[src/logic/reset_power_pkg.sv]
package reset_power_pkg;

  // ----------------------------------------------------------------
  // timing
  // ----------------------------------------------------------------
  localparam int CLOCK_PERIOD_NS = 40;
  localparam int RESET_HOLD_NS   = 400;
  localparam int RESET_HOLD_CYC  = (RESET_HOLD_NS + CLOCK_PERIOD_NS - 1) / CLOCK_PERIOD_NS;

  // ----------------------------------------------------------------
  // reset cause register
  // ----------------------------------------------------------------
  typedef struct packed {
    logic powerOnFlag;
    logic brownoutCauseFlag;
    logic watchdogFlag;
    logic softwareFlag;
    logic breakCharFlag;
    logic externalPinFlag;
  } cause_t;

  localparam cause_t CAUSE_RESET_VALUE = 6'h30;
  localparam logic [15:0] ZERO_FETCH   = 16'h0000;
  localparam logic [7:0]  BOOT_LOW     = 8'h00;

  // ----------------------------------------------------------------
  // power modes
  // ----------------------------------------------------------------
  typedef enum logic [3:0] {
    MODE_RUN    = 4'h1,
    MODE_IDLE   = 4'h2,
    MODE_PDOWN  = 4'h4,
    MODE_TPDOWN = 4'h8
  } power_mode_t;

  typedef struct packed {
    logic idle;
    logic powerDown;
    logic totalPowerDown;
  } mode_req_t;

  typedef struct packed {
    logic cpuClock;
    logic peripheralClock;
    logic mainOsc;
    logic rcOsc;
    logic brownoutDetector;
    logic comparators;
    logic watchdog;
    logic rtc;
  } power_ctl_t;

  localparam power_ctl_t POWER_CTL_RESET = 8'hFA;

endpackage

[src/logic/reset_power_supervisor.sv]
`timescale 1ns/1ns
module reset_power_supervisor #(
  parameter int RESET_HOLD_CYCLES = reset_power_pkg::RESET_HOLD_CYC
) (
  // clock and supervisor reset (power-on of this logic)
  input  wire logic                         clock,
  input  wire logic                         resetn,
  // supply monitors and shared pin
  input  wire logic                         powerOnRaw,
  input  wire logic                         brownoutRaw,
  input  wire logic                         sharedResetPin,
  // configuration
  input  wire logic                         resetPinEnable,
  input  wire logic                         brownoutEnableConfig,
  input  wire logic                         brownoutAsInterrupt,
  input  wire logic [7:0]                   bootStatusByte,
  input  wire logic [7:0]                   bootVector,
  input  wire logic                         inSystemProgrammingMode,
  // other reset sources
  input  wire logic                         watchdogReset,
  input  wire logic                         softwareReset,
  input  wire logic                         breakReset,
  // software access to flags
  input  wire logic                         causeWrite,
  input  wire reset_power_pkg::cause_t      causeWriteData,
  input  wire logic                         brownoutIrqClear,
  // power mode control
  input  wire reset_power_pkg::mode_req_t   modeRequest,
  input  wire logic                         interruptPending,
  input  wire logic                         wakeInterrupt,
  input  wire logic                         rcIsSystemClock,
  input  wire logic                         rtcEnable,
  input  wire logic                         comparatorPowerOff,
  // results
  output reset_power_pkg::cause_t           resetCauseRegister,
  output logic                              cpuResetn,
  output logic                              brownoutIrq,
  output logic [15:0]                       fetchAddress,
  output logic                              pinDigitalIn,
  output reset_power_pkg::power_mode_t      powerMode,
  output reset_power_pkg::power_ctl_t       powerCtl
);

  localparam int HOLD_W = $clog2(RESET_HOLD_CYCLES + 1);
  localparam logic [HOLD_W-1:0] HOLD_LOAD = HOLD_W'(RESET_HOLD_CYCLES);

  // ----------------------------------------------------------------
  // synchronisers
  // ----------------------------------------------------------------
  logic [2:0] rawSync1;
  logic [2:0] rawSync2;
  logic       powerOnSync;
  logic       brownoutSync;
  logic       pinSync;

  // stage one is read only by stage two
  always_ff @(posedge clock) begin
    if (!resetn) begin
      rawSync1 <= 3'h5;
      rawSync2 <= 3'h5;
    end else begin
      rawSync1 <= {powerOnRaw, brownoutRaw, sharedResetPin};
      rawSync2 <= rawSync1;
    end
  end

  assign powerOnSync  = rawSync2[2];
  assign brownoutSync = rawSync2[1];
  assign pinSync      = rawSync2[0];

  // ----------------------------------------------------------------
  // source decode
  // ----------------------------------------------------------------
  logic powerUpPhase;
  logic brownoutDetect;
  logic extReq;
  logic brownoutReq;
  logic anyReq;
  logic [HOLD_W-1:0] holdCount;
  logic breakEpisode;
  logic programLatch;
  logic bootSelect;

  function automatic logic isPowerDown(input reset_power_pkg::power_mode_t m);
    return (m == reset_power_pkg::MODE_PDOWN) || (m == reset_power_pkg::MODE_TPDOWN);
  endfunction

  // detector dead in total power-down, gated by software enable
  assign brownoutDetect = brownoutSync && brownoutEnableConfig
                          && (powerMode != reset_power_pkg::MODE_TPDOWN);
  // default is reset; interrupt option suppresses it
  assign brownoutReq = brownoutDetect && !brownoutAsInterrupt;
  // power-up forces the pin to reset duty whatever the enable says
  assign extReq = !pinSync && (resetPinEnable || powerUpPhase);
  assign anyReq = extReq || powerOnSync || brownoutReq || watchdogReset
                  || softwareReset || breakReset;

  // ----------------------------------------------------------------
  // internal reset stretch
  // ----------------------------------------------------------------
  // a board holding the pin low at power-up keeps us here forever
  always_ff @(posedge clock) begin
    if (!resetn) begin
      holdCount <= HOLD_LOAD;
    end else if (anyReq) begin
      holdCount <= HOLD_LOAD;
    end else if (holdCount != '0) begin
      holdCount <= holdCount - 1'b1;
    end
  end

  // released only on a clock edge after the stretch runs out
  always_ff @(posedge clock) begin
    if (!resetn) begin
      cpuResetn <= 1'b0;
    end else begin
      cpuResetn <= !anyReq && (holdCount == '0);
    end
  end

  // power-up phase lasts until the first release
  always_ff @(posedge clock) begin
    if (!resetn || powerOnSync) begin
      powerUpPhase <= 1'b1;
    end else if (!anyReq && holdCount == '0) begin
      powerUpPhase <= 1'b0;
    end
  end

  // ----------------------------------------------------------------
  // cause flags
  // ----------------------------------------------------------------
  reset_power_pkg::cause_t newCause;
  reset_power_pkg::cause_t next_cause;

  always_comb begin
    newCause                   = '0;
    newCause.brownoutCauseFlag = brownoutReq;
    newCause.watchdogFlag      = watchdogReset;
    newCause.softwareFlag      = softwareReset;
    newCause.breakCharFlag     = breakReset;
    newCause.externalPinFlag   = extReq;
    // writing zero clears; a new event in the same cycle wins
    next_cause = (causeWrite ? (resetCauseRegister & causeWriteData)
                             : resetCauseRegister) | newCause;
  end

  always_ff @(posedge clock) begin
    if (!resetn || powerOnSync) begin
      resetCauseRegister <= reset_power_pkg::CAUSE_RESET_VALUE;
    end else begin
      resetCauseRegister <= next_cause;
    end
  end

  // sticky brownout interrupt, set beats clear
  always_ff @(posedge clock) begin
    if (!resetn) begin
      brownoutIrq <= 1'b0;
    end else if (brownoutDetect && brownoutAsInterrupt) begin
      brownoutIrq <= 1'b1;
    end else if (brownoutIrqClear) begin
      brownoutIrq <= 1'b0;
    end
  end

  // ----------------------------------------------------------------
  // reset vector
  // ----------------------------------------------------------------
  // break marks the episode it starts or joins
  always_ff @(posedge clock) begin
    if (!resetn) begin
      breakEpisode <= 1'b0;
    end else if (anyReq && cpuResetn) begin
      breakEpisode <= breakReset;
    end else if (breakReset) begin
      breakEpisode <= 1'b1;
    end
  end

  // programming mode only counts when forced during power-up
  always_ff @(posedge clock) begin
    if (!resetn || powerUpPhase) begin
      programLatch <= inSystemProgrammingMode;
    end else if (anyReq && cpuResetn) begin
      programLatch <= 1'b0;
    end
  end

  assign bootSelect = breakEpisode || bootStatusByte[0] || programLatch;

  // tracked through the whole stretch, frozen at release
  always_ff @(posedge clock) begin
    if (!resetn) begin
      fetchAddress <= reset_power_pkg::ZERO_FETCH;
    end else if (anyReq || holdCount != '0) begin
      fetchAddress <= bootSelect ? {bootVector, reset_power_pkg::BOOT_LOW}
                                 : reset_power_pkg::ZERO_FETCH;
    end
  end

  // shared pin reads as plain input only when not doing reset duty
  always_ff @(posedge clock) begin
    if (!resetn) begin
      pinDigitalIn <= 1'b1;
    end else begin
      pinDigitalIn <= (resetPinEnable || powerUpPhase) ? 1'b1 : pinSync;
    end
  end

  // ----------------------------------------------------------------
  // power mode machine
  // ----------------------------------------------------------------
  always_ff @(posedge clock) begin
    if (!resetn || anyReq) begin
      powerMode <= reset_power_pkg::MODE_RUN;
    end else begin
      unique case (powerMode)
        reset_power_pkg::MODE_RUN: begin
          if (cpuResetn && modeRequest.totalPowerDown) begin
            powerMode <= reset_power_pkg::MODE_TPDOWN;
          end else if (cpuResetn && modeRequest.powerDown) begin
            powerMode <= reset_power_pkg::MODE_PDOWN;
          end else if (cpuResetn && modeRequest.idle) begin
            powerMode <= reset_power_pkg::MODE_IDLE;
          end
        end
        reset_power_pkg::MODE_IDLE: begin
          if (interruptPending || wakeInterrupt || brownoutIrq) begin
            powerMode <= reset_power_pkg::MODE_RUN;
          end
        end
        reset_power_pkg::MODE_PDOWN,
        reset_power_pkg::MODE_TPDOWN: begin
          if (wakeInterrupt) begin
            powerMode <= reset_power_pkg::MODE_RUN;
          end
        end
        default: begin
          powerMode <= reset_power_pkg::MODE_RUN;
        end
      endcase
    end
  end

  // ----------------------------------------------------------------
  // power gating outputs
  // ----------------------------------------------------------------
  reset_power_pkg::power_ctl_t next_powerCtl;
  logic lowPower;

  always_comb begin
    lowPower                       = isPowerDown(powerMode);
    next_powerCtl.cpuClock         = (powerMode == reset_power_pkg::MODE_RUN);
    next_powerCtl.peripheralClock  = !lowPower;
    next_powerCtl.mainOsc          = !lowPower;
    // rc kept only when it clocks a running timer in power-down
    next_powerCtl.rcOsc            = lowPower ? (rcIsSystemClock && rtcEnable)
                                              : rcIsSystemClock;
    next_powerCtl.brownoutDetector = brownoutEnableConfig
                                     && (powerMode != reset_power_pkg::MODE_TPDOWN);
    next_powerCtl.comparators      = !comparatorPowerOff
                                     && (powerMode != reset_power_pkg::MODE_TPDOWN);
    next_powerCtl.watchdog         = 1'b1;
    next_powerCtl.rtc              = rtcEnable;
  end

  always_ff @(posedge clock) begin
    if (!resetn) begin
      powerCtl <= reset_power_pkg::POWER_CTL_RESET;
    end else begin
      powerCtl <= next_powerCtl;
    end
  end
endmodule // reset_power_supervisor

[config.mk]
export PLATFORM = sky130hd
export DESIGN_NAME = reset_power_supervisor
export DESIGN_NICKNAME = d
export VERILOG_FILES = /design/src/logic/reset_power_pkg.sv /design/src/logic/reset_power_supervisor.sv
export SDC_FILE = /design/constraint.sdc
export NUM_CORES = 1
export LEC_CHECK = 0
export ABC_CLOCK_PERIOD_IN_PS = 1400
export CAP_MARGIN = 20
export CORE_ASPECT_RATIO = 1.2
export CORE_MARGIN = 1.5
export CORE_UTILIZATION = 39
export DETAILED_ROUTE_END_ITERATION = 8
export DONT_BUFFER_PORTS = 1
export PLACE_DENSITY_LB_ADDON = 0.15
export SYNTH_ARGS = -nofsm -noshare
export SYNTH_HDL_FRONTEND = slang
export SYNTH_SLANG_ARGS = --single-unit
[constraint.sdc]
create_clock -name clock -period 1.4 [get_ports clock]
set_input_delay 0.14 -clock clock [delete_from_list [all_inputs] [get_ports clock]]
set_output_delay 0.14 -clock clock [all_outputs]
set_load 0.03 [all_outputs]
==> impl_metrics.toml <==
[setup_path]
worstSetupPathType = "reg2reg"
critPathMaxStageDelay_ns = 0.55
path_cells = "or4b_4 -> nand4b_4 -> nand3_4 -> a211o_1"
path_delay_family = "simple AND/OR/NAND/NOR gates"
required_ns = 1.58
critPathBufInv = 0
cp.arrival_ns = 1.74
cp_slowest_cell = "or4b_4"
crit_start = "powerMode[2]"
critPathMaxFanout = 8
start_kind = "flop"
crit_path_end_kind = "flop"
timing.rr.start = "powerMode[2]"

[timing]
fin_tns_setup_ns = -1.87
setup_viol = 19
fin_crit_sh_pct = 112
slew_headroom_pct = 54.5
period_minus_slack_ns = 1.57
hold_violations = 0
timing.fmax_mhz = 638
fin_ws_ns = -0.168
rsz0062_at_grt = "yes"
worstMarginPinSlew_ns = 0.683
drv_slew = 0
fin_skew_ns = 0.00924

[status]
violations = "setup timing"
outcome = "finished, violations left"

[layout]
fin_nets = 243
syn_to_final_growth_pct = 29.4
diodes = 0
drive_above_1_share_pct = 22.7

[pwr]
irDropWorstVdd_mv = 0.562
swShare_pct = 24.3
power_density_mw_per_mm2 = 1000
clkPwrFrac_pct = 34.3
leakagePower_nw = 0.891
power.total_mw = 2.10
p_int_mw = 1.59
p_switching_mw = 0.509
combPwrFrac_pct = 6.9
power_frac_seq_pct = 58.8

[floorplanning]
dieArea_mm2 = 0.00455
initial_core_util_pct = 40.8
rows = 25
ios = 81
die_y_um = 73.6
core_area_mm2 = 0.00397
die-width_um = 61.8

[cts]
clkSlewWorstSetupHoldPaths_ns = 0.08
ctsRootBufferMaster = "clkbuf_8"
htreeDepth = 2
numCtsBuffers = 5
clkLatencyLatePin_ns = 0.29
cts_buffer_depth = 2
clock_sinks = 40
cts_tree = "built"

[hold_path]
hold_path.class = "in2reg"
min-delay-start = "resetn"

[detailed_routing]
firstDrtPassIters = 4
wl_um = 3700
ant_nets = 0
routed_via_density = 4.95
drtIter0Drc = 17
vias = 1247
drc_errors = 0
wire_per_inst_um = 14.7

[synth]
synth_seq_cells = 40
yosysUniqueCellTypes = 44
ys_seq_area_share_pct = 50.1
yosysWarnings = 0
postSynthCellCount = 159
avgSynthCellArea_um2 = 10.2
synth-edff-count = 1
synth.cell_area_mm2 = 0.00162
ys.flop_type = "dfxtp_1"
synth-async-reset-ratio_pct = 0

[place]
port_buffers = 0
place.gp.congestion = 0.752
dp_hpwl_um = 2650

[global_routing]
grt_pass1_wl_um = 5610
antenna_found_initial = 0
grt_overflow = 0
grt_pass1_vias = 1188
grt_max_degree = 18
grtUsageTotal_pct = 17.4

[flow_run]
max-cap-violations = 0
==> repair_timing <==
item	4_1_cts	5_1_grt
hold endpoints to repair	24	0
endpoints found under the setup margin	17	23
hold buffers	17	0
setup buffers	2	2
pin swaps	5	2
resized for setup	2	7
==> Yosys cell counts (2+ instances only) <==
cell	instances	share of area [%]
nand2b_1	9	3.5
nand3_4	2	2.2
a21oi_1	7	2.2
o21ai_0	9	2.8
o21bai_1	3	1.4
nor3_1	2	0.62
and2_1	4	1.5
clkbuf_1	2	0.46
buf_4	10	4.6
a2bb2oi_1	4	2.2
dfxtp_1	39	48
xnor2_1	2	1.1
a21o_1	2	0.93
conb_1	2	0.46
nor2_1	6	1.4
ha_1	2	1.5
nand2_1	16	3.7
mux2i_1	5	3.1
inv_1	8	1.9
==> power by group through the flow <==
| stage | Sequential (mW) | Combinational [mW] | Clock, mW |
|---|---|---|---|
| after global placement | 1.26 | 0.0924 | 0 |
| final | 1.23 | 0.145 | 0.719 |
| after floorplan | 1.26 | 0.108 | 0 |
| after detailed placement | 1.26 | 0.0959 | 0 |
| after global routing | 1.24 | 0.159 | 0.790 |
| after CTS | 1.23 | 0.143 | 0.742 |
==> layout make-up <==
| cell class | instances | area, um2 |
|---|---|---|
| fill | 383 | 1880 |
| sequential | 40 | 821 |
| multi-input combinational | 106 | 768 |
| timing repair buffer | 36 | 328 |
| clock buffer | 7 | 76.3 |
| tap | 54 | 67.6 |
| inverter | 8 | 30.0 |
| clock inverter | 1 | 5.00 |
==> path summary, 6_finish.rpt <==
check	to	slack, ns	cells after the start
worst max-delay path	holdCount[3]	-0.17	4
worst min-delay path	fetchAddress[14]	0.008	2
worst max register to register	holdCount[3]	-0.17	4
worst min register to register	rawSync2[0]	0.41	1
==> worst register-to-register path, cell delays in order (launching register included) <==
cell      delay [ns]
dfxtp_4         0.34
or4b_4          0.55
nand4b_4        0.17
nand3_4         0.14
a211o_1         0.25
==> through the flow <==
stage | hold WS [ns] | utilization (%) | area (um2) | setup WS [ns] | cells
after CTS | 0.00154 | 51.7 | 2050 | -0.169 | 250
final | 0.00797 | 52.8 | 2100 | -0.168 | 252
after global routing | 0.00668 | 52.8 | 2100 | -0.215 | 252
after detailed placement | 0.220 | 44.6 | 1770 | -0.162 | 223
after floorplan | 0.241 | - | 1660 | -0.195 | 166
after global placement | 0.212 | 44.6 | 1770 | -0.130 | 223
==> layer usage <==
layer | global-route usage, % | up-vias | wire, um
met4 | 8.75 | 0 | 93
met2 | 30.5 | 44 | 1950
met1 | 17.4 | 587 | 1430
met3 | 6.69 | 8 | 222
li1 | - | 608 | -
met5 | 0 | - | 0
==> sequential cells by signal (all words and copies together), names as in the netlist <==
name	cells
rawSync1	3
resetCauseRegister	6
breakEpisode	1
pinDigitalIn	1
fetchAddress	8
programLatch	1
powerUpPhase	1
powerMode	4
holdCount	4
cpuResetn	1
rawSync2	3
brownoutIrq	1
powerCtl	6
==> placed cells by master, fill, tap and decap left out, drive strengths merged, types with 2 or more instances in the layout <==
cell type    count
or4b             2
clkbuf           7
a2bb2oi          4
nor2             6
conb             9
dfxtp           39
nand4            2
ha               2
a21o             2
inv              8
a21oi            7
nand2b           9
buf             19
nor3b            2
dlygate4sd3     16
and2             4
o21bai           3
mux2i            5
o21ai            9
nand2           16
xnor2            2
nor3             2
nand3            3
nand4b           2
==> kinds of logic after synthesis <==
family / Yosys count / synth area share, %
AND/OR/NAND/NOR: 54 / 22.6
buffers and inverters: 20 / 6.96
other: 2 / 0.464
adder cells (fa/ha/maj): 2 / 1.55
XOR/XNOR: 3 / 1.62
flip-flops: 40 / 50.1
multiplexers: 5 / 3.09
AO/OA/AOI/OAI: 33 / 13.7
No activity file was read; power rests on OpenSTA's default activity.
